--- config.mk ---
export PLATFORM = sky130hd
export DESIGN_NAME = hpc_port
export DESIGN_NICKNAME = d
export VERILOG_FILES = /design/src/core/hpc_pkg.sv /design/src/core/hpc_port.sv
export SDC_FILE = /design/constraint.sdc
export NUM_CORES = 1
export LEC_CHECK = 0
export BUFFER_PORTS_ARGS = -buffer_cell sky130_fd_sc_hd__clkbuf_2
export CAP_MARGIN = 0
export CORE_AREA = 2 2 53 55
export CTS_CLUSTER_DIAMETER = 80
export CTS_CLUSTER_SIZE = 8
export DETAILED_ROUTE_END_ITERATION = 7
export DIE_AREA = 0 0 55 57
export MAX_ROUTING_LAYER = met4
export PLACE_DENSITY = 0.87
export SETUP_SLACK_MARGIN = 0.3
export SLEW_MARGIN = 15
export SYNTH_ARGS = -nofsm -noshare
export SYNTH_HDL_FRONTEND = slang
export SYNTH_SLANG_ARGS = --single-unit
export TNS_END_PERCENT = 100
--- constraint.sdc ---
create_clock -name ref_clk -period 1.6 [get_ports ref_clk]
set_input_delay 0 -clock ref_clk [delete_from_list [all_inputs] [get_ports ref_clk]]
set_output_delay 0 -clock ref_clk [all_outputs]
set_load 0.02 [all_outputs]
--- src/core/hpc_pkg.sv ---
/*
  Constants and carrier types for the host port control pins block.
  Assumes one 40 MHz clock domain and an active-low asynchronous reset.
*/
package hpc_pkg;
  // ==========================================================
  // Constants
  localparam int unsigned SYNC_STAGES = 3;
  localparam logic        STRAP_RST   = 1'b0;
  localparam logic        RDY_RST     = 1'b1;
  localparam logic        INT_RST     = 1'b1;
  localparam logic [1:0]  SEL_ADDR    = 2'h1;
  localparam logic [1:0]  SEL_DATA_AI = 2'h2;
  localparam logic [1:0]  SEL_DATA    = 2'h3;
  localparam logic [1:0]  SEL_CTRL    = 2'h0;

  // ==========================================================
  // Types
  typedef enum logic [1:0] {
    HPC_IDLE   = 2'b00,
    HPC_ACCESS = 2'b01,
    HPC_WAIT   = 2'b11
  } hpc_state_t;

  typedef struct packed {
    logic       chip_select_n;
    logic       data_strobe_n;
    logic       addr_strobe_n;
    logic       read_not_write;
    logic       register_select_hi;
    logic       register_select_lo;
    logic       byte_half_flag;
  } hpc_host_t;

  typedef struct packed {
    logic       valid;
    logic       read_not_write;
    logic [1:0] reg_sel;
    logic       byte_half;
    logic       addr_latch;
  } hpc_req_t;
endpackage

--- src/core/hpc_port.sv ---
/*
  Host port control pins: strap capture, host strobe synchronising, request
  decode, ready and interrupt output drive with output-disable.
  Assumes host pins are asynchronous to ref_clk; the core answers each
  request with core_done and raises interrupts with core_int_req.
*/
`timescale 1ns/1ps
`default_nettype none
module hpc_port (
  input  wire logic             ref_clk,
  input  wire logic             resetn,
  input  wire hpc_pkg::hpc_host_t host_pins,
  input  wire logic             port_select_strap,
  input  wire logic             wide_mode_strap,
  input  wire logic             output_disable_n,
  input  wire logic             core_done,
  input  wire logic             core_int_req,
  input  wire logic             core_int_clr,
  output var  hpc_pkg::hpc_req_t  req,
  output logic                  port_selected,
  output logic                  wide_mode,
  output logic                  pullup_enable,
  output logic                  data_holder_set,
  output logic                  host_ready_out,
  output logic                  host_ready_oe_n,
  output logic                  host_interrupt_out,
  output logic                  host_interrupt_oe_n
);
  // ==========================================================
  // Strap capture: port select caught at reset release, wide mode followed every cycle
  logic rel_q, rel_d;
  logic sel_q, sel_d;
  logic wide_q, wide_d;

  always_comb begin
    rel_d = 1'b1;
    sel_d = sel_q;
    if (!rel_q) begin
      sel_d = port_select_strap;
    end
  end

  always_comb begin
    wide_d = wide_mode_strap;
  end

  always_ff @(posedge ref_clk or negedge resetn) begin
    if (!resetn) begin
      rel_q  <= 1'b0;
      sel_q  <= hpc_pkg::STRAP_RST;
      wide_q <= hpc_pkg::STRAP_RST;
    end else begin
      rel_q  <= rel_d;
      sel_q  <= sel_d;
      wide_q <= wide_d;
    end
  end

  assign port_selected   = sel_q;
  assign wide_mode       = wide_q;
  assign pullup_enable   = !sel_q;
  assign data_holder_set = !sel_q;

  // ==========================================================
  // Host pin synchronisers
  localparam int unsigned W = $bits(hpc_pkg::hpc_host_t);
  logic [W-1:0] s1_q, s2_q, s3_q, s1_d, s2_d, s3_d;
  logic [W-1:0] clean_q, clean_d;

  always_comb begin
    s1_d    = host_pins;
    s2_d    = s1_q;
    s3_d    = s2_q;
    clean_d = clean_q;
    for (int i = 0; i < W; i++) begin
      if (s2_q[i] == s3_q[i]) begin
        clean_d[i] = s3_q[i];
      end
    end
  end

  always_ff @(posedge ref_clk or negedge resetn) begin
    if (!resetn) begin
      s1_q    <= '1;
      s2_q    <= '1;
      s3_q    <= '1;
      clean_q <= '1;
    end else begin
      s1_q    <= s1_d;
      s2_q    <= s2_d;
      s3_q    <= s3_d;
      clean_q <= clean_d;
    end
  end

  hpc_pkg::hpc_host_t h;
  assign h = hpc_pkg::hpc_host_t'(clean_q);

  // ==========================================================
  // Access sequencing
  hpc_pkg::hpc_state_t st_q, st_d;
  hpc_pkg::hpc_req_t   req_d;
  logic                as_prev_q, as_prev_d;
  logic                rdy_q, rdy_d;
  logic                active;

  // Access only while chip select low
  assign active = sel_q && !h.chip_select_n && !h.data_strobe_n;

  always_comb begin
    st_d      = st_q;
    req_d     = '0;
    rdy_d     = rdy_q;
    as_prev_d = h.addr_strobe_n;
    req_d.addr_latch = sel_q && as_prev_q && !h.addr_strobe_n;
    unique case (st_q)
      hpc_pkg::HPC_IDLE: begin
        rdy_d = 1'b1;
        if (active) begin
          req_d.valid          = 1'b1;
          req_d.read_not_write = h.read_not_write;
          req_d.reg_sel        = wide_q ? hpc_pkg::SEL_DATA
                                 : {h.register_select_hi, h.register_select_lo};
          req_d.byte_half      = wide_q ? 1'b0 : h.byte_half_flag;
          rdy_d                = 1'b0;
          st_d                 = hpc_pkg::HPC_ACCESS;
        end
      end
      hpc_pkg::HPC_ACCESS: begin
        if (core_done) begin
          rdy_d = 1'b1;
          st_d  = hpc_pkg::HPC_WAIT;
        end
      end
      hpc_pkg::HPC_WAIT: begin
        // Waits for strobe release so one strobe yields one request
        if (h.data_strobe_n || h.chip_select_n) begin
          st_d = hpc_pkg::HPC_IDLE;
        end
      end
      default: begin
        st_d = hpc_pkg::HPC_IDLE;
      end
    endcase
  end

  // ==========================================================
  // Interrupt flag
  logic int_q, int_d;

  // Active-low interrupt, set wins over clear
  always_comb begin
    int_d = int_q;
    if (core_int_clr) begin
      int_d = 1'b0;
    end
    if (core_int_req && !wide_q) begin
      int_d = 1'b1;
    end
  end

  always_ff @(posedge ref_clk or negedge resetn) begin
    if (!resetn) begin
      st_q      <= hpc_pkg::HPC_IDLE;
      req       <= '0;
      rdy_q     <= hpc_pkg::RDY_RST;
      as_prev_q <= 1'b1;
      int_q     <= 1'b0;
    end else begin
      st_q      <= st_d;
      req       <= req_d;
      rdy_q     <= rdy_d;
      as_prev_q <= as_prev_d;
      int_q     <= int_d;
    end
  end

  // ==========================================================
  // Pin drive
  // Ready high in reset
  assign host_ready_out      = !resetn ? hpc_pkg::RDY_RST : rdy_q;
  // Interrupt high in reset; idle high in wide mode
  assign host_interrupt_out  = (!resetn || wide_q) ? hpc_pkg::INT_RST : !int_q;
  assign host_ready_oe_n     = !output_disable_n;
  assign host_interrupt_oe_n = !output_disable_n || wide_q;

  // ==========================================================
  // Checks
  ready_in_reset_a: assert property (
    @(posedge ref_clk) !resetn |-> host_ready_out)
    else $error("ready low during reset");
  off_float_a: assert property (
    @(posedge ref_clk) !output_disable_n |-> host_ready_oe_n && host_interrupt_oe_n)
    else $error("outputs driven while disabled");
  wide_int_idle_a: assert property (
    @(posedge ref_clk) disable iff (!resetn) wide_q |-> host_interrupt_out)
    else $error("interrupt used in wide mode");
  strap_hold_a: assert property (
    @(posedge ref_clk) disable iff (!resetn) rel_q |=> $stable(sel_q))
    else $error("strap changed after release");
  strap_catch_a: assert property (
    @(posedge ref_clk) disable iff (!resetn) !rel_q |=> sel_q == $past(port_select_strap))
    else $error("strap not caught at release");
  deselect_quiet_a: assert property (
    @(posedge ref_clk) disable iff (!resetn) !sel_q |-> pullup_enable && !req.valid)
    else $error("deselected port active");
  busy_ready_a: assert property (
    @(posedge ref_clk) disable iff (!resetn) req.valid |-> !host_ready_out)
    else $error("ready high with new request");
  int_set_a: assert property (
    @(posedge ref_clk) disable iff (!resetn) core_int_req && !wide_q |=> !host_interrupt_out)
    else $error("interrupt not raised");
  wide_sel_a: assert property (
    @(posedge ref_clk) disable iff (!resetn) req.valid && wide_q |-> req.reg_sel == hpc_pkg::SEL_DATA)
    else $error("select used in wide mode");
endmodule
`default_nettype wire

Yosys cells after proc, flatten, opt, wreduce, memory -nomap -nowiden
Index checks and enable logic that the tools add are counted.
{"block": "totals", "ff_bits": 42, "in_bits": 15, "output_inout_bits": 14, "word_cells": 70}
{"block": "classes", "n_eq_ne": 12, "n_mux": 15, "reduce_logical": 21}
{"operator": "2-to-1 mux 5 bit", "count": 2}
{"operator": "zero test 1 bit", "count": 8}
{"operator": "2-to-1 mux 2 bit", "count": 4}
{"operator": "equality test 1 bit", "count": 7}
{"operator": "2-to-1 mux 1 bit", "count": 7}
{"operator": "inequality test 2 bit (second input constant)", "count": 3}
{"operator": "one-hot mux 2 bit (3 select lines)", "count": 1}
{"operator": "logical AND 1 bit", "count": 5}
{"operator": "nonzero test 2 bit", "count": 2}
{"operator": "logical OR 1 bit", "count": 3}
{"operator": "AND reduction 3 bit", "count": 1}
{"operator": "equality test 2 x 1 -> 1 bit (second input constant)", "count": 1}
{"operator": "equality test 2 bit (second input constant)", "count": 1}
{"operator": "zero test 2 bit", "count": 1}
{"operator": "one-hot mux 1 bit (2 select lines)", "count": 1}
{"operator": "AND reduction 2 bit", "count": 1}

Logic depth before layout (Yosys ltp)
Gate-level depths: netlist (run 1).
{"block": "depth", "depth_word": 5, "mapped_depth": 3, "depth_no_buf": 3}

Worst setup path before layout (run 1)
Ideal clock, no wire load.
{"block": "synth_timing", "kind": "register -> register", "startpoint": "reg sel_q, in the netlist port_selected", "endpoint": "reg req[1] (netlist name)", "setup_ns": 0.067, "t_arrival_ns": 0.989, "t_required_ns": 1.533, "setup_slack_ns": 0.544, "path_stages_with_launch": 4, "path_buffers": 0, "synth_period_minus_slack_ns": 1.056, "cell_sequence": "dfrtp_1 > nand2b_4 > nor4_4 > and3b_1"}
{"element": "start: declaration", "line": "hpc_port.sv:32", "source": "logic sel_q, sel_d;"}
{"element": "start signal: assignment", "line": "hpc_port.sv:50", "source": "sel_q <= hpc_pkg::STRAP_RST;"}
{"element": "start signal: assignment", "line": "hpc_port.sv:54", "source": "sel_q <= sel_d;"}
{"element": "end signal: assignment", "line": "hpc_port.sv:171", "source": "req <= req_d;"}
{"element": "end: declaration", "line": "hpc_port.sv:19", "source": "output var hpc_pkg::hpc_req_t req,"}

Final worst setup path (run 1)
{"block": "layout_timing", "startpoint": "reg wide_q, in the netlist wide_mode", "endpoint": "reg int_q"}
{"block": "layout_via", "elab_chain_cells": 3, "word_cells_on_any_way": 4, "cone_classes": "1 x mux; 3 x reduce/logical"}
{"element": "start: declaration", "line": "hpc_port.sv:33", "source": "logic wide_q, wide_d;"}
{"element": "start signal: assignment", "line": "hpc_port.sv:51", "source": "wide_q <= hpc_pkg::STRAP_RST;"}
{"element": "start signal: assignment", "line": "hpc_port.sv:55", "source": "wide_q <= wide_d;"}
{"element": "zero test 1 bit (*)", "line": "hpc_port.sv:157", "source": "if (core_int_req && !wide_q) begin"}
{"element": "logical AND 1 bit (*)", "line": "hpc_port.sv:157"}
{"element": "2-to-1 mux 1 bit / nonzero test 2 bit (equally long branches)"}
{"element": "end signal: assignment", "line": "hpc_port.sv:174", "source": "int_q <= int_d;"}
{"element": "end: declaration", "line": "hpc_port.sv:149", "source": "logic int_q, int_d;"}
Every way passes the cells marked *; elsewhere a longest branch is shown, timed or not.
A chain may end at the register's enable or synchronous reset.

==> results of run 1 <==
## metal layers
metal / GRT usage / wire [um]
met1: 0.215 / 882
met3: 0.0628 / 94
met2: 0.224 / 1070
met4: 0.0941 / 55
met5: - / 0
## synth_stat cells
cell type  instances  area share
a21oi_1            1      0.0037
a22o_1             1      0.0065
and2_2             1      0.0056
and3b_1            1      0.0065
buf_4              1      0.0056
conb_1             1      0.0028
dfrtp_1           12        0.22
dfstp_2           30        0.58
inv_1              5       0.014
maj3_1             7       0.052
mux2_2             1      0.0083
mux2i_1            1      0.0074
nand2_1            1      0.0028
nand2b_1           4       0.019
nand2b_4           1       0.010
nand3b_1           1      0.0056
nor2_1             3      0.0083
nor2b_1            1      0.0046
nor4_4             1       0.016
o21a_1             2       0.011
o22ai_1            1      0.0046
## worst paths after layout
path,startpoint,end,cells past startpoint
worst max-delay path,wide_mode,int_q,2
worst min-delay path,output_disable_n,host_ready_oe_n,3
worst max register to register,wide_mode,int_q,2
worst min register to register,s1_q[1],s2_q[1],0
max in group asynchronous,resetn,s3_q[4],3
min in group asynchronous,resetn,clean_q[3],2
## sequential cells by signal, summed over array words and instances (netlist names)
signal and flops:
s1_q 7, wide_mode 1, port_selected 1, as_prev_q 1, s2_q 7, rel_q 1, clean_q 7, rdy_q 1
req 6, st_q 2, s3_q 7, int_q 1
## cell type report
class                      instances  area share
clock buffer                       7      0.0319
sequential                        42       0.631
timing repair buffer              43       0.165
multi-input combinational         29       0.136
tap                               31      0.0224
inverter                           5      0.0109
clock inverter                     1     0.00290
## critical path, cell delays in order, from the launching register on
cell and delay, ns:
dfrtp_2 0.46, o22ai_1 0.16, dlygate4sd3_1 0.56
## power by group through the flow
stage,Combinational (mW),Sequential [mW],Clock [mW]
2_1_floorplan,0.125,1.29,0
3_3_place_gp,0.212,1.27,0
3_5_place_dp,0.226,1.29,0
4_1_cts,0.254,1.27,0.540
5_1_grt,0.270,1.28,0.599
6_report,0.251,1.27,0.519
## through the flow
stage                     setup WS [ns]  cells  total power [mW]  utilization
final                             0.375    158              2.04        0.661
after global routing              0.301    158              2.15        0.661
after CTS                         0.369    158              2.06        0.660
after detailed placement          0.526    137              1.51        0.588
after global placement            0.570    137              1.49        0.588
after floorplan                   0.544     77              1.41            -
## cells by family after synthesis
kind of cell    share of synthesized area
fa+ha+maj                          0.0519
buf+inv                            0.0195
mux                                0.0158
other cells                       0.00278
simple gates                       0.0778
flops                               0.806
compound gates                     0.0259
## timing repair
action                     in CTS  in global routing
setup endpoints to repair       0                  1
hold endpoints to repair       32                  0
hold buffers                   13                  0
resized for setup               0                  1
==> flow_metrics.tcl, run 1 <==
set metrics [dict create \
    cap_violations 0 \
    p_clk_frac 0.255 \
    seq_power_share 0.622 \
    place_area_sq_um 1540 \
    cp-start-kind "register" \
    sw_frac_of_total 0.246 \
    setup_viol 0 \
    ys_ff_latch 42 \
    clk_pin_slew_worst_paths_ns 0.11 \
    outcome "complete, no violations" \
    period_share 0.765 \
    initialDrtViolationCount 3 \
    clock_latency_ns 0.34 \
    first_global_vias 723 \
    multi_input_area_sq_um 235 \
    rows 19 \
    switchingPower_uw 502 \
    max_freq_mhz 817 \
    finalMaxSlewViolations 0 \
    ctsHtreeMaxLevel 2 \
    n_fill_cell 176 \
    postCtsSetupBuffers 0 \
    hold_slack_ns 0.276 \
    die_h_um 57 \
    power_density_nw_per_um2 1180 \
    io_pins 29 \
    path_class "register to register" \
    most-common-layout-cells "dfstp_2, clkbuf_2, dlygate4sd3_1" \
    hold_class "primary input to primary output" \
    syn_avg_cell_area_sq_um 17.5 \
    drtPass1Iterations 2 \
    cp_max_fo 7 \
    cts_tree "yes" \
    mostFrequentLayoutCell "dfstp_2" \
    grt_pass1_wl_um 3370 \
    finish.instance_area_sq_um 1730 \
    cts-root-buf "clkbuf_4" \
    gr-total-overflow 0 \
    grt_max_degree 21 \
    critPathArrivalTime_ns 1.51 \
    rsz0062_at_grt "false" \
    antenna_left 0 \
    netlist_area_sq_um 1350 \
    vias 737 \
    clockBufferDepth 2 \
    worst_setup_path_end_kind "register" \
    power_leakage_nw 0.784 \
    drive_gt1_frac 0.567 \
    antenna_found_initial 0 \
    hpwl_um 1400 \
    hold_violations 0 \
    ys_types 21 \
    drcViolationCount 0 \
    netlist_instances 77 \
    place.gp.congestion 0.672 \
    diodes 0 \
    area_delta_synth_final_pct 28.0 \
    wire_per_inst_um 13.3 \
    required_ns 1.88 \
    start_util 0.516 \
    dieArea_sq_um 3140 \
    synth_nets 92 \
    numCtsBuffers 5 \
    port_buffers 28 \
    r2r_setup_slack_ns 0.38 \
    period_needed_ns 1.22 \
    ir_worst_vdd_uv 809 \
    fin_worst_skew_ns 0.00739 \
    yosysWarnings 0 \
    fp.coreArea_sq_um 2620 \
    cts_sinks 42 \
    ys_seq_area_frac 0.806 \
    via_per_inst 4.66 \
    finalNetCount 141 \
    ff_latch_area_sq_um 1090 \
    setup-tns-final_ns 0 \
    grtUsageTotal 0.166 \
    chipWidth_um 55 \
    wl_um 2110 \
    comb_power_share 0.123 \
    p_int_mw 1.54 \
]
No activity file was read; power rests on OpenSTA's default activity.
==> run 2: changes to the inputs <==
--- a/config.mk
+++ b/config.mk
@@ -7,13 +7,13 @@
 export LEC_CHECK = 0
 export BUFFER_PORTS_ARGS = -buffer_cell sky130_fd_sc_hd__clkbuf_2
 export CAP_MARGIN = 0
-export CORE_AREA = 2 2 53 55
+export CORE_AREA = 2 2 58 60
 export CTS_CLUSTER_DIAMETER = 80
 export CTS_CLUSTER_SIZE = 8
 export DETAILED_ROUTE_END_ITERATION = 7
-export DIE_AREA = 0 0 55 57
+export DIE_AREA = 0 0 60 62
 export MAX_ROUTING_LAYER = met4
-export PLACE_DENSITY = 0.87
+export PLACE_DENSITY = 0.78
 export SETUP_SLACK_MARGIN = 0.3
 export SLEW_MARGIN = 15
 export SYNTH_ARGS = -nofsm -noshare
==> constraint.sdc (replaced) <==
create_clock -name ref_clk -period 1.1 [get_ports ref_clk]
set_input_delay 0 -clock ref_clk [delete_from_list [all_inputs] [get_ports ref_clk]]
set_output_delay 0 -clock ref_clk [all_outputs]
set_load 0.02 [all_outputs]
==> run 2 against run 1 <==
Highest routed layer unchanged; routed wire length grew 12%; worst setup slack lost 0.42 ns; via count grew 7.1%; final cell count grew 15%; utilization shrank 2.2 points; the flow now finishes with violations (setup timing); total power grew 67%; die area grew 19%; non-clock buffer count grew 8; clock power grew 86%; design area grew 17%.
==> flow_metrics.tcl, run 2 (synthesized netlist as in run 1, its figures left out) <==
set metrics [dict create \
    chipWidth_um 60 \
    finish.instance_area_sq_um 2030 \
    cts-root-buf "clkbuf_4" \
    slowest_stage "dfrtp_1" \
    wl_um 2360 \
    hold_violations 0 \
    critPathArrivalTime_ns 1.15 \
    antenna_found_initial 0 \
    power_density_nw_per_um2 1670 \
    die_h_um 62 \
    finalMaxSlewViolations 0 \
    grt_pass1_wl_um 3480 \
    cp-start-kind "register" \
    antenna_left 0 \
    fp.coreArea_sq_um 3180 \
    setup_viol 2 \
    hpwl_um 1300 \
    outcome "complete, but fails checks" \
    diodes 0 \
    worst_setup_path_end_kind "primary output" \
    power_leakage_nw 0.907 \
    finalNetCount 149 \
    grtUsageTotal 0.143 \
    cts_sinks 42 \
    violations "setup timing" \
    start_util 0.425 \
    vias 789 \
    cpPeakStageDelay_ns 0.45 \
    path_class "register to primary output" \
    area_delta_synth_final_pct 50.3 \
    rsz0062_at_grt "true" \
    clockBufferDepth 2 \
    drtPass1Iterations 4 \
    place_area_sq_um 1550 \
    mostFrequentLayoutCell "dfstp_2" \
    numCtsBuffers 5 \
    io_pins 29 \
    via_per_inst 4.36 \
    clk_pin_slew_worst_paths_ns 0.14 \
    wire_per_inst_um 13.0 \
    hold_class "primary input to async pin" \
    required_ns 1.10 \
    period_needed_ns 1.15 \
    period_share 1.04 \
    final_core_util 0.638 \
    max_freq_mhz 873 \
    most-common-layout-cells "dfstp_2, clkbuf_2, dlygate4sd3_1" \
    setup_slack_ns -0.0452 \
    ctsHtreeMaxLevel 2 \
    gr-total-overflow 0 \
    rows 21 \
    drcViolationCount 0 \
    rr_worst_depth 4 \
    drive_gt1_frac 0.704 \
    cp_max_fo 4 \
    clock_latency_ns 0.36 \
    place.gp.congestion 0.725 \
    cts_tree "yes" \
    pre_cts_slack_ns 0.00756 \
    dieArea_sq_um 3720 \
    ir_worst_vdd_uv 1100 \
    cap_violations 0 \
    initialDrtViolationCount 16 \
    port_buffers 28 \
    fin_worst_skew_ns 0.0248 \
    hold_slack_ns 0.158 \
    worstPathCellList "nand3b_1 -> buf_6" \
    grt_max_degree 36 \
    first_global_vias 799 \
]
## run 2: changes by cell type in the layout (fill, tap and decap cells not counted), moves of 2 or more
cell | before | now
buf_8 | 0 | 6
buf_6 | 0 | 7
nor2_1 | 3 | 1
nand2b_4 | 1 | 4
nand2b_1 | 4 | 1
buf_4 | 2 | 4
clkbuf_2 | 28 | 15
clkbuf_8 | 1 | 6
maj3_2 | 0 | 7
maj3_1 | 7 | 0
## run 2: critical path, delay by kind of cell, from the launching register on
family | cells | cell delay, ns
buf+inv | 1 | 0.15
flops | 1 | 0.45
simple gates | 1 | 0.20
## run 2: worst paths after layout
path | from | end | slack, ns
setup / recovery | wide_mode | host_interrupt_out | -0.05
max in group asynchronous | resetn | s2_q[5] | 0.24
hold reg to reg | s2_q[0] | s3_q[0] | 0.36
hold / removal | resetn | req[5] | 0.16
min in group ref_clk | wide_mode_strap | wide_mode | 0.27
setup reg to reg | st_q[1] | rdy_q | 0
## run 2: power breakdown
group	switching (mW)	internal (mW)	total, mW	leakage (nW)
registers	0.113	1.74	1.85	0.469
clock network	0.485	0.480	0.965	0.0385
logic	0.228	0.349	0.577	0.400
total	0.825	2.57	3.39	0.907
## run 2: what timing repair did
| action | in CTS | in global routing |
|---|---|---|
| hold buffers | 13 | 0 |
| hold endpoints to repair | 24 | 0 |
| setup endpoints to repair | 26 | 66 |
| resized for setup | 35 | 20 |
| buffers inserted | 7 | 2 |
| pin swaps | 8 | 5 |
## run 2: cell type report
cell class | count | area [sq um]
clock buffer | 6 | 41.3
clock inverter | 2 | 37.5
fill | 223 | 1150
inverter | 5 | 18.8
multi-input combinational | 29 | 298
sequential | 42 | 1090
tap | 46 | 57.6
timing repair buffer | 51 | 487
## run 2: per-layer routing
layer	vias to the layer above	routed length [um]	GRT usage
met5	-	0	-
met4	0	57	0.111
met3	6	106	0.0683
met2	23	1260	0.203
met1	397	936	0.153
li1	363	-	-
## run 2: stage by stage
| stage | TNS [ns] | cells | total power [mW] |
|---|---|---|---|
| floorplan | 0 | 77 | 2.06 |
| global placement | 0 | 151 | 2.16 |
| detailed placement | 0 | 151 | 2.19 |
| CTS | -0.0864 | 179 | 3.33 |
| global route | -0.315 | 181 | 3.57 |
| finish | -0.0837 | 181 | 3.39 |
==> run 3: changes to the inputs <==
--- a/config.mk
+++ b/config.mk
@@ -5,7 +5,7 @@
 export SDC_FILE = /design/constraint.sdc
 export NUM_CORES = 1
 export LEC_CHECK = 0
-export BUFFER_PORTS_ARGS = -buffer_cell sky130_fd_sc_hd__clkbuf_2
+export BUFFER_PORTS_ARGS = -buffer_cell sky130_fd_sc_hd__buf_2
 export CAP_MARGIN = 0
 export CORE_AREA = 2 2 58 60
 export CTS_CLUSTER_DIAMETER = 80
==> run 3 against run 2 <==
Critical path depth unchanged; register-to-register slack about the same; die area stayed put; total power shrank 6.7%; sequential share of layout area up 1.5 points; the run still ends with setup timing left; final cell count rose by 0.55%; largest power group unchanged; clock-buffer cell count up 1; combinational power down 5.2%.
==> flow_metrics.tcl, run 3 (synthesized netlist as in run 1, its figures left out) <==
set metrics [dict create \
    outcome "complete, but fails checks" \
    violations "setup timing" \
    place_inst 151 \
    seq_power_share 0.585 \
    grtUsageTotal 0.146 \
    area_delta_synth_final_pct 46.2 \
    mostFrequentLayoutCell "dfstp_2" \
    initialDrtViolationCount 17 \
    crit_buf_inv 1 \
    start_util 0.425 \
    drive_gt1_frac 0.706 \
    gr-total-overflow 0 \
    hold_violations 0 \
    cp-start-kind "register" \
    chipWidth_um 60 \
    ctsHtreeMaxLevel 2 \
    use_met1 0.169 \
    p_int_mw 2.38 \
    slowest_stage "dfrtp_1" \
    grtUsageMet3 0.0455 \
    hpwl_um 1330 \
    setup-tns-final_ns -0.0661 \
    most-common-layout-cells "dfstp_2, buf_6, buf_2" \
    drcViolationCount 0 \
    antenna_left 0 \
    first_global_vias 798 \
    port_buffers 28 \
    period_share 1.06 \
    wire_per_inst_um 13.3 \
    clock_latency_ns 0.35 \
    ff_latch_area_sq_um 1090 \
    grt_pass1_wl_um 3570 \
    via_per_inst 4.27 \
    p_clk_frac 0.242 \
    rows 21 \
    fp.coreArea_sq_um 3180 \
    power_leakage_nw 0.892 \
    pre_cts_slack_ns 0.0132 \
    worst_setup_path_end_kind "primary output" \
    power_density_nw_per_um2 1600 \
    cts_tree "yes" \
    grt_max_degree 36 \
    path_class "register to primary output" \
    setup_slack_ns -0.0606 \
    n_fill_cell 236 \
    place.gp.congestion 0.713 \
    vias 778 \
    fin_worst_skew_ns 0.00714 \
    crit_family "flip-flops" \
    final_core_util 0.621 \
    io_pins 29 \
    die_h_um 62 \
    diodes 0 \
    sw_frac_of_total 0.249 \
    ir_worst_vdd_uv 773 \
    worstPathCellList "nand3b_1 -> buf_6" \
    final_cells 182 \
    cap_violations 0 \
    setup_viol 4 \
    clk_pin_slew_worst_paths_ns 0.11 \
    cts_sinks 42 \
    dieArea_sq_um 3720 \
    required_ns 1.10 \
    hold_class "primary input to async pin" \
    switchingPower_uw 789 \
    max_freq_mhz 862 \
    critPathArrivalTime_ns 1.16 \
    drtPass1Iterations 4 \
    period_needed_ns 1.16 \
    globalRouteMet2Util 0.210 \
    finalNetCount 150 \
    cts-root-buf "clkbuf_4" \
    grt-busiest-layer "met2" \
    cp_max_fo 4 \
    finalMaxSlewViolations 0 \
    wl_um 2430 \
    clockBufferDepth 2 \
    rsz0062_at_grt "true" \
    multi_input_area_sq_um 290 \
    comb_power_share 0.173 \
    antenna_found_initial 0 \
    cpPeakStageDelay_ns 0.43 \
    numCtsBuffers 5 \
]
[run 3: final timing paths]
check                           slack [ns]    startpoint            endpoint  cells past startpoint
worst max-delay path                 -0.06     wide_mode  host_interrupt_out                      2
worst min-delay path                  0.14        resetn              req[5]                      2
worst max register to register           0       st_q[1]              req[1]                      3
worst min register to register        0.36       s1_q[4]             s2_q[4]                      0
max in group asynchronous             0.29        resetn             s2_q[1]                      3
min in group ref_clk                  0.29  host_pins[5]             s1_q[5]                      2
[run 3: routing by layer]
| metal | share of wire | routed length [um] |
|---|---|---|
| met5 | 0 | 0 |
| met4 | 0.035 | 86 |
| met3 | 0.037 | 89 |
| met2 | 0.51 | 1240 |
| met1 | 0.42 | 1010 |
[run 3: repair_timing]
item                       4_1_cts  5_1_grt
gates resized for setup         38        9
hold buffers                    13        0
hold endpoints to repair        24        0
gates cloned                     0        0
pin swaps                        4        8
buffers inserted                 5        5
setup endpoints to repair       28       66
[run 3: cell type report]
type	count	share of cell area
Clock buffer	7	0.0279
Clock inverter	1	0.00253
Inverter	5	0.00951
Multi-Input combinational cell	29	0.147
Sequential cell	42	0.552
Tap cell	46	0.0292
Timing Repair Buffer	52	0.232
[run 3: per-stage QoR]
step / power [mW] / hold WS [ns] / instance area [sq um]
2_1_floorplan: 2.06 / -0.296 / 1350
3_3_place_gp: 2.16 / -0.150 / 1550
3_5_place_dp: 2.19 / -0.143 / 1550
4_1_cts: 3.13 / 0.133 / 1900
5_1_grt: 3.31 / 0.182 / 1970
6_report: 3.16 / 0.143 / 1970
[run 3: power by group through the flow]
stage	clock network (mW)	registers, mW	logic, mW
after CTS	0.805	1.85	0.483
after global routing	0.856	1.87	0.585
after detailed placement	0	1.87	0.323
final	0.767	1.85	0.547
after global placement	0	1.86	0.306
after floorplan	0	1.87	0.182
